$ cat src/sra_pkg.sv
// package: types and constants for the static rotation angle calculator
package sra_pkg;
   // ---------------------------------------------------------------
   // widths and angle encoding
   // ---------------------------------------------------------------
   localparam int ACC_W    = 16;  // signed gravity / acceleration sample
   localparam int ANG_W    = 16;  // signed angle, full scale = half turn
   localparam int ITER_N   = 14;  // cordic iterations
   localparam int IDX_W    = 4;
   localparam int VEC_W    = 20;  // internal vector width with guard bits
   // angle unit: 2^15 lsb = 180 degrees
   localparam logic signed [ANG_W-1:0] ANG_90   = 16'sh4000;
   localparam logic signed [ANG_W-1:0] ANG_ZERO = 16'sh0000;
   // reset values
   localparam logic signed [ANG_W-1:0] RST_ANG  = 16'sh0000;
   localparam logic [IDX_W-1:0]        RST_IDX  = 4'h0;

   // one gravity sample
   typedef struct packed {
      logic signed [ACC_W-1:0] x;
      logic signed [ACC_W-1:0] y;
      logic signed [ACC_W-1:0] z;
   } sra_vec_t;

   // all outputs of one update
   typedef struct packed {
      logic signed [ANG_W-1:0] unit_pitch;
      logic signed [ANG_W-1:0] unit_roll;
      logic signed [ANG_W-1:0] euler_pitch;
      logic signed [ANG_W-1:0] euler_roll;
      logic                    unit_rollover;
      logic                    euler_rollover;
      logic                    roll_lock;
      logic                    pitch_lock;
   } sra_ang_t;

   // magnitude of a signed angle, unsigned so the most negative code gives 0x8000
   function automatic logic [ANG_W-1:0] sra_abs(
      input logic signed [ANG_W-1:0] a);
      sra_abs = a[ANG_W-1] ? 16'(-a) : 16'(a);
   endfunction
endpackage

$ cat src/sra_cordic.sv
// vectoring cordic: atan2(y, x) over the full turn, plus vector magnitude
`timescale 1ns/1ps
`default_nettype none
module sra_cordic
   import sra_pkg::*;
(
   input  wire logic                     clk,
   input  wire logic                     resetn,
   input  wire logic                     ce,
   input  wire logic                     start,
   input  wire logic signed [VEC_W-1:0]  in_y,
   input  wire logic signed [VEC_W-1:0]  in_x,
   output logic                          done,
   output logic signed [ANG_W-1:0]       angle,
   output logic signed [VEC_W-1:0]       mag
);
   import sra_pkg::*;

   // ---------------------------------------------------------------
   // arctangent table, 2^15 lsb per half turn
   // ---------------------------------------------------------------
   function automatic logic signed [ANG_W-1:0] atan_lut(
      input logic [IDX_W-1:0] i);
      unique case (i)
         4'h0: atan_lut = 16'sh2000;
         4'h1: atan_lut = 16'sh12e4;
         4'h2: atan_lut = 16'sh09fb;
         4'h3: atan_lut = 16'sh0511;
         4'h4: atan_lut = 16'sh028b;
         4'h5: atan_lut = 16'sh0146;
         4'h6: atan_lut = 16'sh00a3;
         4'h7: atan_lut = 16'sh0051;
         4'h8: atan_lut = 16'sh0029;
         4'h9: atan_lut = 16'sh0014;
         4'ha: atan_lut = 16'sh000a;
         4'hb: atan_lut = 16'sh0005;
         4'hc: atan_lut = 16'sh0003;
         default: atan_lut = 16'sh0001;
      endcase
   endfunction

   logic signed [VEC_W-1:0] vx;
   logic signed [VEC_W-1:0] vy;
   logic signed [ANG_W-1:0] vz;
   logic [IDX_W-1:0]        idx;
   logic                    busy;

   // ---------------------------------------------------------------
   // iteration: pre-rotate into the right half plane, then rotate to y=0
   // ---------------------------------------------------------------
   always_ff @(posedge clk or negedge resetn) begin
      if (!resetn) begin
         vx   <= '0;
         vy   <= '0;
         vz   <= RST_ANG;
         idx  <= RST_IDX;
         busy <= 1'b0;
         done <= 1'b0;
      end else if (ce) begin
         done <= 1'b0;
         if (start) begin
            busy <= 1'b1;
            idx  <= RST_IDX;
            if (in_x < 0) begin
               // rotate by -/+ 90 degrees so x becomes non-negative
               vx <= in_y[VEC_W-1] ? VEC_W'(-in_y) : in_y;
               vy <= in_y[VEC_W-1] ? in_x : VEC_W'(-in_x);
               vz <= in_y[VEC_W-1] ? 16'(-ANG_90) : ANG_90;
            end else begin
               vx <= in_x;
               vy <= in_y;
               vz <= ANG_ZERO;
            end
         end else if (busy) begin
            if (vy[VEC_W-1]) begin
               vx <= vx - (vy >>> idx);
               vy <= vy + (vx >>> idx);
               vz <= vz - atan_lut(idx);
            end else begin
               vx <= vx + (vy >>> idx);
               vy <= vy - (vx >>> idx);
               vz <= vz + atan_lut(idx);
            end
            idx <= idx + 4'h1;
            if (idx == IDX_W'(ITER_N - 1)) begin
               busy <= 1'b0;
               done <= 1'b1;
            end
         end
      end
   end

   assign angle = vz;
   // cordic gain ~1.647; 0.607 ~ 1/2+1/8-1/64-... approximation
   assign mag   = (vx >>> 1) + (vx >>> 3) - (vx >>> 6) - (vx >>> 9);
endmodule
`default_nettype wire

$ cat src/sra_top.sv
// static rotation angle calculator: unit rotation and euler angles
`timescale 1ns/1ps
`default_nettype none
module sra_top
   import sra_pkg::*;
(
   input  wire logic              clk,
   input  wire logic              resetn,
   input  wire logic              ce,
   input  wire logic              in_valid,
   input  wire sra_pkg::sra_vec_t accel,
   output logic                   in_ready,
   output logic                   out_valid,
   output sra_pkg::sra_ang_t      result
);
   import sra_pkg::*;

   typedef enum logic [2:0] {
      ST_IDLE, ST_ROLL, ST_UPITCH, ST_EPITCH, ST_DONE
   } sra_state_t;

   sra_state_t              state;
   sra_vec_t                grav;
   logic signed [VEC_W-1:0] cin_y;
   logic signed [VEC_W-1:0] cin_x;
   logic                    cstart;
   logic                    cdone;
   logic signed [ANG_W-1:0] cangle;
   logic signed [VEC_W-1:0] cmag;
   logic signed [VEC_W-1:0] yz_mag;
   logic signed [ANG_W-1:0] roll_ang;
   logic signed [ANG_W-1:0] upitch_ang;
   logic                    level;
   logic                    lock_r;
   logic                    lock_p;

   // widen a sample to the cordic width, two guard bits below the lsb
   // so that shift truncation stays small for short vectors
   function automatic logic signed [VEC_W-1:0] widen(
      input logic signed [ACC_W-1:0] v);
      widen = {{2{v[ACC_W-1]}}, v, 2'b00};
   endfunction

   // cordic error can step just past a quarter turn; hold euler
   // pitch inside its +-90 degree range
   function automatic logic signed [ANG_W-1:0] clamp_qtr(
      input logic signed [ANG_W-1:0] a);
      if (a > ANG_90)
         clamp_qtr = ANG_90;
      else if (a < -ANG_90)
         clamp_qtr = -ANG_90;
      else
         clamp_qtr = a;
   endfunction

   // ---------------------------------------------------------------
   // sample capture
   // ---------------------------------------------------------------
   // gravity is the negated acceleration; -(-32768) saturates
   always_ff @(posedge clk or negedge resetn) begin
      if (!resetn) begin
         grav <= '0;
      end else if (ce && in_valid && state == ST_IDLE) begin
         grav.x <= (accel.x == 16'sh8000) ? 16'sh7fff : 16'(-accel.x);
         grav.y <= (accel.y == 16'sh8000) ? 16'sh7fff : 16'(-accel.y);
         grav.z <= (accel.z == 16'sh8000) ? 16'sh7fff : 16'(-accel.z);
      end
   end

   // ---------------------------------------------------------------
   // sequencer: three atan2 passes share one cordic
   // ---------------------------------------------------------------
   always_ff @(posedge clk or negedge resetn) begin
      if (!resetn) begin
         state <= ST_IDLE;
      end else if (ce) begin
         unique case (state)
            ST_IDLE:   if (in_valid) state <= ST_ROLL;
            ST_ROLL:   if (cdone) state <= ST_UPITCH;
            ST_UPITCH: if (cdone) state <= ST_EPITCH;
            ST_EPITCH: if (cdone) state <= ST_DONE;
            ST_DONE:   state <= ST_IDLE;
            default:   state <= ST_IDLE;
         endcase
      end
   end

   // start a pass on entry to each compute state
   always_ff @(posedge clk or negedge resetn) begin
      if (!resetn) begin
         cstart <= 1'b0;
      end else if (ce) begin
         cstart <= (state == ST_IDLE && in_valid) ||
                   (state == ST_ROLL && cdone) ||
                   (state == ST_UPITCH && cdone);
      end
   end

   // operand select for the shared cordic
   always_comb begin
      cin_y = widen(grav.y);
      cin_x = widen(grav.z);
      unique case (state)
         ST_ROLL: begin
            cin_y = widen(grav.y);
            cin_x = widen(grav.z);
         end
         ST_UPITCH: begin
            cin_y = -widen(grav.x);
            cin_x = widen(grav.z);
         end
         ST_EPITCH: begin
            cin_y = -widen(grav.x);
            cin_x = yz_mag;                   // sqrt(gy^2+gz^2), non-negative
         end
         default: begin
            cin_y = widen(grav.y);
            cin_x = widen(grav.z);
         end
      endcase
   end

   sra_cordic u_cordic (
      .clk    (clk),
      .resetn (resetn),
      .ce     (ce),
      .start  (cstart),
      .in_y   (cin_y),
      .in_x   (cin_x),
      .done   (cdone),
      .angle  (cangle),
      .mag    (cmag)
   );

   // ---------------------------------------------------------------
   // pass results
   // ---------------------------------------------------------------
   // roll pass also yields |(gy, gz)| for the euler pitch denominator
   always_ff @(posedge clk or negedge resetn) begin
      if (!resetn) begin
         roll_ang   <= RST_ANG;
         upitch_ang <= RST_ANG;
         yz_mag     <= '0;
      end else if (ce && cdone) begin
         if (state == ST_ROLL) begin
            roll_ang <= cangle;
            yz_mag   <= cmag;
         end
         if (state == ST_UPITCH)
            upitch_ang <= cangle;
      end
   end

   // level and gimbal lock detection on the captured sample
   assign level  = grav.x == 16'sh0000 && grav.y == 16'sh0000;
   assign lock_r = grav.y == 16'sh0000 && grav.z == 16'sh0000;
   assign lock_p = grav.x == 16'sh0000 && grav.z == 16'sh0000;

   // ---------------------------------------------------------------
   // output register: all angles and flags in one update
   // ---------------------------------------------------------------
   // angles follow the cordic sign convention, which matches the
   // right-hand rule about y (pitch) and x (roll); no yaw is produced
   always_ff @(posedge clk or negedge resetn) begin
      if (!resetn) begin
         result    <= '0;
         out_valid <= 1'b0;
      end else if (ce) begin
         out_valid <= 1'b0;
         if (state == ST_EPITCH && cdone) begin
            out_valid <= 1'b1;
            // level with gz up: atan2(0, +z) gives exactly zero
            result.unit_pitch  <= (level && !grav.z[ACC_W-1]) ?
                                  ANG_ZERO : upitch_ang;
            result.unit_roll   <= (level && !grav.z[ACC_W-1]) ?
                                  ANG_ZERO : roll_ang;
            result.euler_pitch <= (level && !grav.z[ACC_W-1]) ?
                                  ANG_ZERO : clamp_qtr(cangle);
            result.euler_roll  <= (level && !grav.z[ACC_W-1]) ?
                                  ANG_ZERO : roll_ang;
            result.unit_rollover  <= sra_abs(upitch_ang) > ANG_90 ||
                                     sra_abs(roll_ang) > ANG_90;
            result.euler_rollover <= sra_abs(roll_ang) > ANG_90;
            result.roll_lock      <= lock_r;
            result.pitch_lock     <= lock_p;
         end
      end
   end

   // ready only while idle, registered
   always_ff @(posedge clk or negedge resetn) begin
      if (!resetn) begin
         in_ready <= 1'b0;
      end else if (ce) begin
         in_ready <= (state == ST_IDLE && !in_valid) || state == ST_DONE;
      end
   end
endmodule
`default_nettype wire

$ cat config.mk
export PLATFORM = sky130hd
export DESIGN_NAME = sra_top
export DESIGN_NICKNAME = d
export VERILOG_FILES = /design/src/sra_pkg.sv /design/src/sra_cordic.sv /design/src/sra_top.sv
export SDC_FILE = /design/constraint.sdc
export NUM_CORES = 1
export LEC_CHECK = 0
export ABC_AREA = 1
export BUFFER_PORTS_ARGS = -buffer_cell sky130_fd_sc_hd__buf_2
export CELL_PAD_IN_SITES_DETAIL_PLACEMENT = 1
export CELL_PAD_IN_SITES_GLOBAL_PLACEMENT = 2
export CORE_ASPECT_RATIO = 0.7
export CORE_MARGIN = 5
export CORE_UTILIZATION = 36
export DETAILED_ROUTE_END_ITERATION = 8
export GPL_ROUTABILITY_DRIVEN = 0
export PLACE_DENSITY_LB_ADDON = 0.1
export SETUP_SLACK_MARGIN = 0.1
export SYNTH_ARGS = -nofsm -noshare
export SYNTH_HDL_FRONTEND = slang
export SYNTH_SLANG_ARGS = --single-unit
export TNS_END_PERCENT = 5
$ cat constraint.sdc
create_clock -name clk -period 4.72 [get_ports clk]
set_input_delay 0.472 -clock clk [delete_from_list [all_inputs] [get_ports clk]]
set_output_delay 0.472 -clock clk [all_outputs]
set_load 0.1 [all_outputs]
==> results of run 1 <==
[cell usage after synthesis (13+ instances only)]
library cell,n,area [sq um]
a2bb2oi_1,15,131.4
clkbuf_1,56,210.2
o211ai_1,13,97.59
nor2_2,13,81.33
buf_4,22,165.2
o31ai_1,29,217.7
o21ai_2,13,113.9
o21ai_1,22,110.1
fa_1,32,640.6
a21oi_1,164,820.8
a31oi_1,31,193.9
o21ai_0,240,1201
xor2_1,71,621.9
nand4_1,36,225.2
inv_1,301,1130
nand2_1,700,2628
ha_1,93,1164
dfrtp_1,220,5505
nor4_1,16,100.1
a22oi_1,20,150.1
o22ai_1,14,87.58
buf_2,22,110.1
nor2_1,221,829.6
nand3_1,224,1121
xnor2_1,31,271.5
nor3_1,30,150.1
[through the flow]
step,hold WS [ps],utilization (%),worst slack (ps),instances
2_1_floorplan,176.4,-,1201,2767
3_3_place_gp,463.3,38.75,426.0,3504
3_5_place_dp,468.9,38.75,357.4,3504
4_1_cts,172.2,40.78,228.0,3553
5_1_grt,195.9,40.83,0.3988,3554
6_report,195.1,40.83,287.2,3554
[worst max-delay path: stages, from the launching register on]
cell     delay [ps]
dfrtp_1         490
buf_4           390
nand3_1         150
nand3_1         130
nand2_1         100
nand2_1          80
nand2_1         100
nor2_1          180
nand2_1          90
nor2_2          270
nand3_1         120
nand2_1         100
inv_1            50
o21ai_0         450
ha_1            420
a21oi_1         250
o21a_1          140
inv_1            50
a21oi_1         180
nand3_1         160
a21oi_1         140
o21ai_0         110
a31oi_1         180
[per-layer routing]
layer,vias up,track usage (%),share of wire [%]
met5,-,0,0.018
met4,2,3.127,1.2
met3,64,5.107,6.6
met2,406,37.03,42
met1,9611,38.14,50
li1,9367,-,-
[cell type report]
class	count	area share, %
multi-input cells	2115	54.91
flip-flops and latches	220	25.79
inverters	316	5.579
repair buffers	171	4.788
well taps	684	4.008
clock buffers	32	3.440
clock inverters	16	1.489
[cells by family (layout without fill, tap and decap cells)]
logic type | after synthesis | after routing | synth area share (%)
xor+xnor | 102 | 102 | 4.696
simple gates | 1284 | 1284 | 28.87
compound gates | 604 | 604 | 18.44
fa+ha+maj | 125 | 125 | 9.485
flops | 220 | 220 | 28.94
buf+inv | 432 | 535 | 9.564
[state kept, by name (all words and copies together), names as in the netlist, 3 cells and up]
| register | flops |
|---|---|
| u_cordic.idx | 4 |
| grav | 48 |
| u_cordic.vy | 20 |
| yz_mag | 20 |
| u_cordic.vx | 20 |
| roll_ang | 16 |
| upitch_ang | 16 |
| state | 3 |
| result | 52 |
| u_cordic.angle | 16 |
[final timing paths]
check	end	slack [ps]	cells after the start
max	u_cordic.vx[18]	290	22
min	grav[0]	200	3
max reg2reg	u_cordic.vx[18]	290	22
min reg2reg	in_ready	480	2
max in group asynchronous	u_cordic.vx[4]	2990	3
min in group asynchronous	grav[44]	510	2
[repair_timing]
item                                    CTS  global route
endpoints found under the setup margin    0            10
setup buffers                             0             1
gates resized for setup                   0             4
hold buffers                              1             0
hold endpoints to repair                 41             0
==> out/summary.txt, run 1 <==
Worst Path Max Fanout: 28
Setup-failing EPs final: 0
multi-input logic area: 0.01172 sq mm
top_reg_cell synth: dfrtp_1
result of the run: finished clean
Worst EP required: 5210 ps
register area: 0.005505 sq mm
Starting Density: 36.38%
layout cell share with drive strength beyond 1: 10.38%
drt pass-1 iters: 5
fin crit share: 93.92%
Layout Area Growth over Synthesis: 12.24%
H-tree depth: 1
first-pass GRT wire length: 115.2 mm
crit path DAT: 4920 ps
critical path launch point type: flop
Fmax: 225.6 MHz
most frequent cells in the layout: nand2_1, inv_1, o21ai_0, nand3_1
Die Area: 0.05761 sq mm
DRC: 0
final wirelength: 73.90 mm
worst-margin pin slew: 1099 ps
Clock transition at path regs: 70 ps
Max transition margin: 26.56%
initial antenna violation count: 1
Fill cells: 6740
grt ovf: 0
CTS max path bufs: 3
Routed Antenna Nets: 0
via count of the first global-routing pass: 19650
diode count: 0
total clock sinks: 220
CP Class: flop to flop
GRT Util Overall: 24.90%
final hold viol count: 0
final period demand of the worst path: 4433 ps
Seq cells post-synth: 220
num ports: 122
RSZ-0062 raised after global routing: true
setup TNS: 0 ps
Synth cell types: 67
largest net degree at the start of global routing: 96
CTS Buf Count: 26
Hold Path Class: input pin to flop
DRT iter0 DRCs: 1333
cell count after synthesis: 2767
row count: 70
Pins Over Slew Limit: 0
worst setup path startpoint: u_cordic.idx[1]
root buffer cell: clkbuf_16
Hold Crit Start: accel[0]
sequential fraction of the synthesis area: 28.94%
Max Clock Skew: 25.14 ps
nets@finish: 3027
dpl hpwl: 58.59 mm
CTS tree: yes
Async SR Flop Fraction: 100.0%
routed vias/inst: 5.473
synthesized area: 0.01902 sq mm
Die Height: 202.3 um
YS warnings: 0
reg-to-reg startpoint: u_cordic.idx[1]
core footprint: 0.05229 sq mm
Design Area, Final: 0.02135 sq mm
commonest non-fill, non-tap cell in the layout: nand2_1
post-synthesis area per instance: 6.875 sq um
MaxCap Viol Count: 0
EDFF count, synth: 0
total number of vias: 19450
Port Buf Inserts: 121
Critical Path End Type: flop
wire length per cell: 20.79 um
Syn Nets: 2944
worst skew pair latency: 570 ps
placed instance area: 0.02026 sq mm
chip width: 284.7 um
Power of run 1 is not shown: default switching activity piles up to over one toggle a cycle in this logic, so the estimate is an artifact.
==> inputs of run 2 (changes only) <==
--- a/config.mk
+++ b/config.mk
@@ -14,7 +14,8 @@
 export CORE_UTILIZATION = 36
 export DETAILED_ROUTE_END_ITERATION = 8
 export GPL_ROUTABILITY_DRIVEN = 0
-export PLACE_DENSITY_LB_ADDON = 0.1
+export PLACE_DENSITY_LB_ADDON = 0.08
+export REMOVE_ABC_BUFFERS = 1
 export SETUP_SLACK_MARGIN = 0.1
 export SYNTH_ARGS = -nofsm -noshare
 export SYNTH_HDL_FRONTEND = slang
==> run 2 against run 1 <==
Against the previous run: via count grew 0.76%; clock skew shrank 2.2 ps; hold slack gained 13 ps; final cell count is essentially flat; global-route usage shrank 0.092 points; critical path type unchanged; non-clock buffer count shrank 1; register-to-register slack is essentially flat; core utilization shrank 0.39 points; clock-buffer cell count grew 1; die area is the same; first-iteration DRC count shrank 5.2%; cell area shrank 0.97%.
==> out/summary.txt, run 2 (synthesis gave the netlist of run 1 again) <==
Clock transition at path regs: 70 ps (about the same)
CTS tree: yes
row count: 70 (unchanged)
Pins Over Slew Limit: 0 (unchanged)
Port Buf Inserts: 121 (unchanged)
grt ovf: 0 (unchanged)
GRT Util Overall: 24.80% (-0.092 points)
Hold Path Class: input pin to flop
Die Area: 0.05761 sq mm (unchanged)
Die Height: 202.3 um (unchanged)
Setup-failing EPs final: 0 (unchanged)
slowest CP cell: dfrtp_1
nets@finish: 3026 (-0.033%)
RSZ-0062 raised after global routing: true
H-tree depth: 1 (unchanged)
root buffer cell: clkbuf_16
Worst Path Max Fanout: 28 (unchanged)
Critical Path End Type: flop
Max transition margin: 30.41% (+3.8 points)
layout cell share with drive strength beyond 1: 10.22% (-0.16 points)
Routed Antenna Nets: 0 (unchanged)
wire length per cell: 20.58 um (-1.0%)
Worst Path Buf+Inv: 5 (+2)
hold path depth: 3 (unchanged)
result of the run: finished clean
placed instance area: 0.02028 sq mm (about the same)
register area: 0.005505 sq mm (unchanged)
final period demand of the worst path: 4445 ps (+12.61 ps)
Max Clock Skew: 22.96 ps (-2.176 ps)
initial antenna violation count: 3 (+2)
total number of vias: 19600 (+0.76%)
total clock sinks: 220 (unchanged)
setup TNS: 0 ps (unchanged)
DRC: 0 (unchanged)
CTS Buf Count: 26 (unchanged)
commonest non-fill, non-tap cell in the layout: nand2_1
routed vias/inst: 5.519 (+0.84%)
crit path DAT: 4930 ps (about the same)
worst skew pair latency: 570 ps (about the same)
final hold viol count: 0 (unchanged)
Starting Density: 36.38% (unchanged)
CP Class: flop to flop
Fill cells: 6698 (-0.62%)
DRT iter0 DRCs: 1264 (-5.2%)
first-pass GRT wire length: 115.4 mm (+0.14%)
GR Util met3: 4.453% (-0.65 points)
final wirelength: 73.09 mm (-1.1%)
chip width: 284.7 um (unchanged)
crit-path cells: buf_6 > nor2_1 > buf_4 > nand3_1 > nand2_1 > inv_1 > nand2_1 > nor2_1 > nand2_1 > nor2_2 > nand3_1 > nand2_1 > inv_1 > o21ai_0 > ha_1 > a21oi_1 > o21a_1 > inv_1 > a21oi_1 > xor2_1 > o21ai_0 > a21oi_1 > nor2_1
Worst EP required: 5200 ps (about the same)
global-route met2 utilization: 37.35% (+0.33 points)
Most common cell on crit path: nand2_1
fin crit share: 94.18% (+0.27 points)
Reg2Reg Depth: 23 (+4.5%)
Hold Crit Start: accel[39]
top cell family by delay on the critical path: compound AO/OA/AOI/OAI gates
largest reg by FF count: result
drt pass-1 iters: 5 (unchanged)
dpl hpwl: 57.95 mm (-1.1%)
core footprint: 0.05229 sq mm (unchanged)
critical path launch point type: flop
most frequent cells in the layout: nand2_1, inv_1, o21ai_0, nand3_1, dfrtp_1
Design Area, Final: 0.02114 sq mm (-0.97%)
MaxCap Viol Count: 0 (unchanged)
reg-to-reg startpoint: u_cordic.idx[2]
largest net degree at the start of global routing: 95 (-1.0%)
worst-margin pin slew: 1034 ps (-64.62 ps)
CP Depth: 23 (+4.5%)
largest registers: result: 52 flops, grav: 48 flops
num ports: 122 (unchanged)
diode count: 0 (unchanged)
CTS max path bufs: 3 (unchanged)
Largest register FFs: 52 (unchanged)
met1 Use GR: 37.91% (-0.23 points)
worst setup path startpoint: u_cordic.idx[2]
via count of the first global-routing pass: 20000 (+1.8%)
Layout Area Growth over Synthesis: 11.16%
Fmax: 225.0 MHz (-0.28%)
gr busiest metal: met1
multi-input logic area: 0.01174 sq mm (about the same)
CP max stage delay: 570 ps (+80 ps)
==> run 2: cell count changes in the layout (fill, tap and decap cells not counted), moves of 3 or more <==
cell        previous run  this run
clkbuf_8               4         1
clkbuf_1               1         5
bufinv_16              9         1
buf_4                 46        43
clkinvlp_4             1         7
==> run 2: timing repair <==
item,in CTS,in global routing
setup endpoints to repair,0,18
endpoints found under the hold margin,36,0
setup buffers,0,0
gates resized for setup,0,9
hold buffers,1,0
==> run 2: through the flow <==
stage                     cells  worst slack [ps]  util (%)  hold WS [ps]
after floorplan            2651             351.0         -         176.4
after global placement     3504             363.3     38.79         462.7
after detailed placement   3504             392.0     38.79         466.3
after CTS                  3551             372.4     40.38         184.2
after global routing       3551            -12.48     40.44         198.0
final                      3551             274.6     40.44         208.3
==> run 2: final timing paths <==
kind	end	slack (ps)
max	u_cordic.vx[14]	270
min reg2reg	result[56]	480
max in group asynchronous	u_cordic.vx[5]	3050
min in group asynchronous	grav[32]	550
min	grav[39]	210
max reg2reg	u_cordic.vx[14]	270
==> run 2: area by class of cell <==
type                    count  share of cell area, %
clock buffers              33                  3.349
repair buffers            170                  4.876
inverters                 316                  5.645
well taps                 684                  4.048
clock inverters            13                 0.5444
flip-flops and latches    220                  26.04
multi-input cells        2115                  55.50
==> run 2: worst min-delay path, stage by stage <==
cell and delay, ps:
buf_2 100, nand2_1 60, a32oi_1 80
==> run 2: metal layers <==
layer  up-vias  wire (um)
met5         -         24
met4         4        932
met3        70       4112
met2       402      30870
met1      9742      37140
li1       9379          -
Power of run 2 is left out for the same reason.
==> inputs of run 3 (changes only) <==
--- a/config.mk
+++ b/config.mk
@@ -14,7 +14,7 @@
 export CORE_UTILIZATION = 36
 export DETAILED_ROUTE_END_ITERATION = 8
 export GPL_ROUTABILITY_DRIVEN = 0
-export PLACE_DENSITY_LB_ADDON = 0.08
+export PLACE_DENSITY = 0.87
 export REMOVE_ABC_BUFFERS = 1
 export SETUP_SLACK_MARGIN = 0.1
 export SYNTH_ARGS = -nofsm -noshare
==> run 3 against run 2 <==
Against the previous run: register-to-register slack improved by 30 ps; critical path type unchanged; critical endpoint is now u_cordic.angle[15]; global-route usage shrank 0.23 points; clock-buffer cell count shrank 3; core utilization grew 0.17 points; routed wire length fell by 0.52%; first-iteration DRC count up 20%.
==> out/summary.txt, run 3 (synthesis gave the netlist of run 1 again) <==
initial antenna violation count: 3 (unchanged)
largest registers: result: 52 flops, grav: 48 flops
Routed Antenna Nets: 0 (unchanged)
DRT iter0 DRCs: 1522 (+20%)
CTS Buf Count: 25 (-3.8%)
Layout Area Growth over Synthesis: 11.61%
dpl hpwl: 57.73 mm (-0.39%)
routed vias/inst: 5.581 (+1.1%)
grt ovf: 0 (unchanged)
num ports: 122 (unchanged)
first-pass GRT wire length: 114.9 mm (-0.45%)
register area: 0.005509 sq mm (about the same)
CP Class: flop to flop
DRC: 0 (unchanged)
multi-input logic area: 0.01177 sq mm (+0.28%)
total number of vias: 19840 (+1.2%)
result of the run: finished clean
Largest register FFs: 52 (unchanged)
CTS tree: yes
reg-to-reg startpoint: u_cordic.idx[1]
core footprint: 0.05229 sq mm (unchanged)
worst-margin pin slew: 1168 ps (+133.3 ps)
Starting Density: 36.38% (unchanged)
layout cell share with drive strength beyond 1: 10.53% (+0.31 points)
largest net degree at the start of global routing: 97 (+2.1%)
Critical Path Sink: u_cordic.angle[15]
row count: 70 (unchanged)
RSZ-0062 raised after global routing: true
Port Buf Inserts: 121 (unchanged)
Die Height: 202.3 um (unchanged)
Worst Path Max Fanout: 25 (-11%)
final wirelength: 72.71 mm (-0.52%)
Fmax: 226.4 MHz (+0.63%)
Critical Path End Type: flop
Die Area: 0.05761 sq mm (unchanged)
reg-to-reg endpoint: u_cordic.angle[15]
final core utilization: 40.60% (+0.17 points)
Final Non-Filler Cells: 3555 (+0.11%)
Max Clock Skew: 31.10 ps (+8.142 ps)
crit path DAT: 4890 ps (-40 ps)
Setup Fix Bufs, Post-CTS: 0 (unchanged)
worst skew pair latency: 570 ps (about the same)
Clock transition at path regs: 80 ps (about the same)
Pins Over Slew Limit: 0 (unchanged)
root buffer cell: clkbuf_16
MaxCap Viol Count: 0 (unchanged)
Fill cells: 6782 (+1.3%)
drt pass-1 iters: 5 (unchanged)
GRT Util Overall: 24.57% (-0.23 points)
largest reg by FF count: result
Worst EP required: 5190 ps (about the same)
wire length per cell: 20.45 um (-0.63%)
commonest non-fill, non-tap cell in the layout: nand2_1
Inst Count DP: 3510 (+0.17%)
Setup-failing EPs final: 0 (unchanged)
R2R Setup Slk: 300 ps (+30 ps)
worst setup path startpoint: u_cordic.idx[1]
Hold Path Class: input pin to flop
critical path launch point type: flop
Reg2Reg Depth: 23 (unchanged)
final period demand of the worst path: 4418 ps (-27.66 ps)
CTS max path bufs: 3 (unchanged)
nets@finish: 3031 (+0.17%)
Max transition margin: 22.08% (-8.3 points)
H-tree depth: 1 (unchanged)
chip width: 284.7 um (unchanged)
fin crit share: 93.60% (-0.59 points)
via count of the first global-routing pass: 19950 (-0.25%)
most frequent cells in the layout: nand2_1, inv_1, o21ai_0, nand3_1, nor2_1
total clock sinks: 220 (unchanged)
setup TNS: 0 ps (unchanged)
final hold viol count: 0 (unchanged)
-- run 3: timing repair --
item                                    in CTS  in global routing
endpoints found under the setup margin       3                 21
hold endpoints to repair                    73                  0
hold buffers                                 1                  0
resized for setup                            1                 25
pin swaps                                    0                  0
-- run 3: stage by stage --
stage          instance area (sq um)  hold slack (ps)  worst slack [ps]
6_report                       21230            188.4             302.2
5_1_grt                        21230            185.1             46.26
4_1_cts                        21160            167.9             54.53
3_5_place_dp                   20330            467.7             11.42
3_3_place_gp                   20330            459.6             151.7
2_1_floorplan                  18390            176.4             351.0
-- run 3: worst min-delay path by stage --
stage	startpoint	endpoint	slack (ps)	cells after the start
after global placement	out_valid	out_valid	460	2
after CTS	accel[16]	grav[16]	170	3
after detailed placement	result[62]	result[62]	470	2
after global routing	accel[16]	grav[16]	190	3
final	accel[16]	grav[16]	190	3
after floorplan	resetn	cstart	180	0
-- run 3: layout make-up --
| cell class | instances | area share (%) |
|---|---|---|
| timing repair buffer | 176 | 5.051 |
| tap | 684 | 4.031 |
| inverter | 316 | 5.669 |
| clock inverter | 12 | 0.7661 |
| clock buffer | 30 | 3.082 |
| sequential | 220 | 25.95 |
| antenna | 2 | 0.02357 |
| multi-input combinational | 2115 | 55.43 |
-- run 3: worst max-delay path, cell delays in order, from the launching register on --
cell and delay, ps:
dfrtp_2 490, inv_8 110, buf_4 210, ha_1 310, inv_1 110, o32ai_2 190
buf_4 200, ha_1 140, inv_1 50, nor3_1 290, nand2_1 190, nor2_1 160
nor2_1 90, xor2_1 150, ha_1 380, a21oi_2 220, inv_1 60, o21ai_0 160
o311ai_0 150, a31oi_1 250, inv_1 80, nand2_1 80, nand3_1 80, a21oi_1 160
-- run 3: routing by layer --
layer | part of all wire, % | global-route usage, % | vias up | wire, um
li1 | - | - | 9391 | -
met1 | 50 | 37.35 | 9810 | 36390
met2 | 41 | 35.92 | 551 | 29510
met3 | 7.4 | 5.705 | 85 | 5412
met4 | 1.7 | 3.634 | 4 | 1207
met5 | 0.26 | 2.083 | - | 190
Power of run 3 is left out for the same reason.
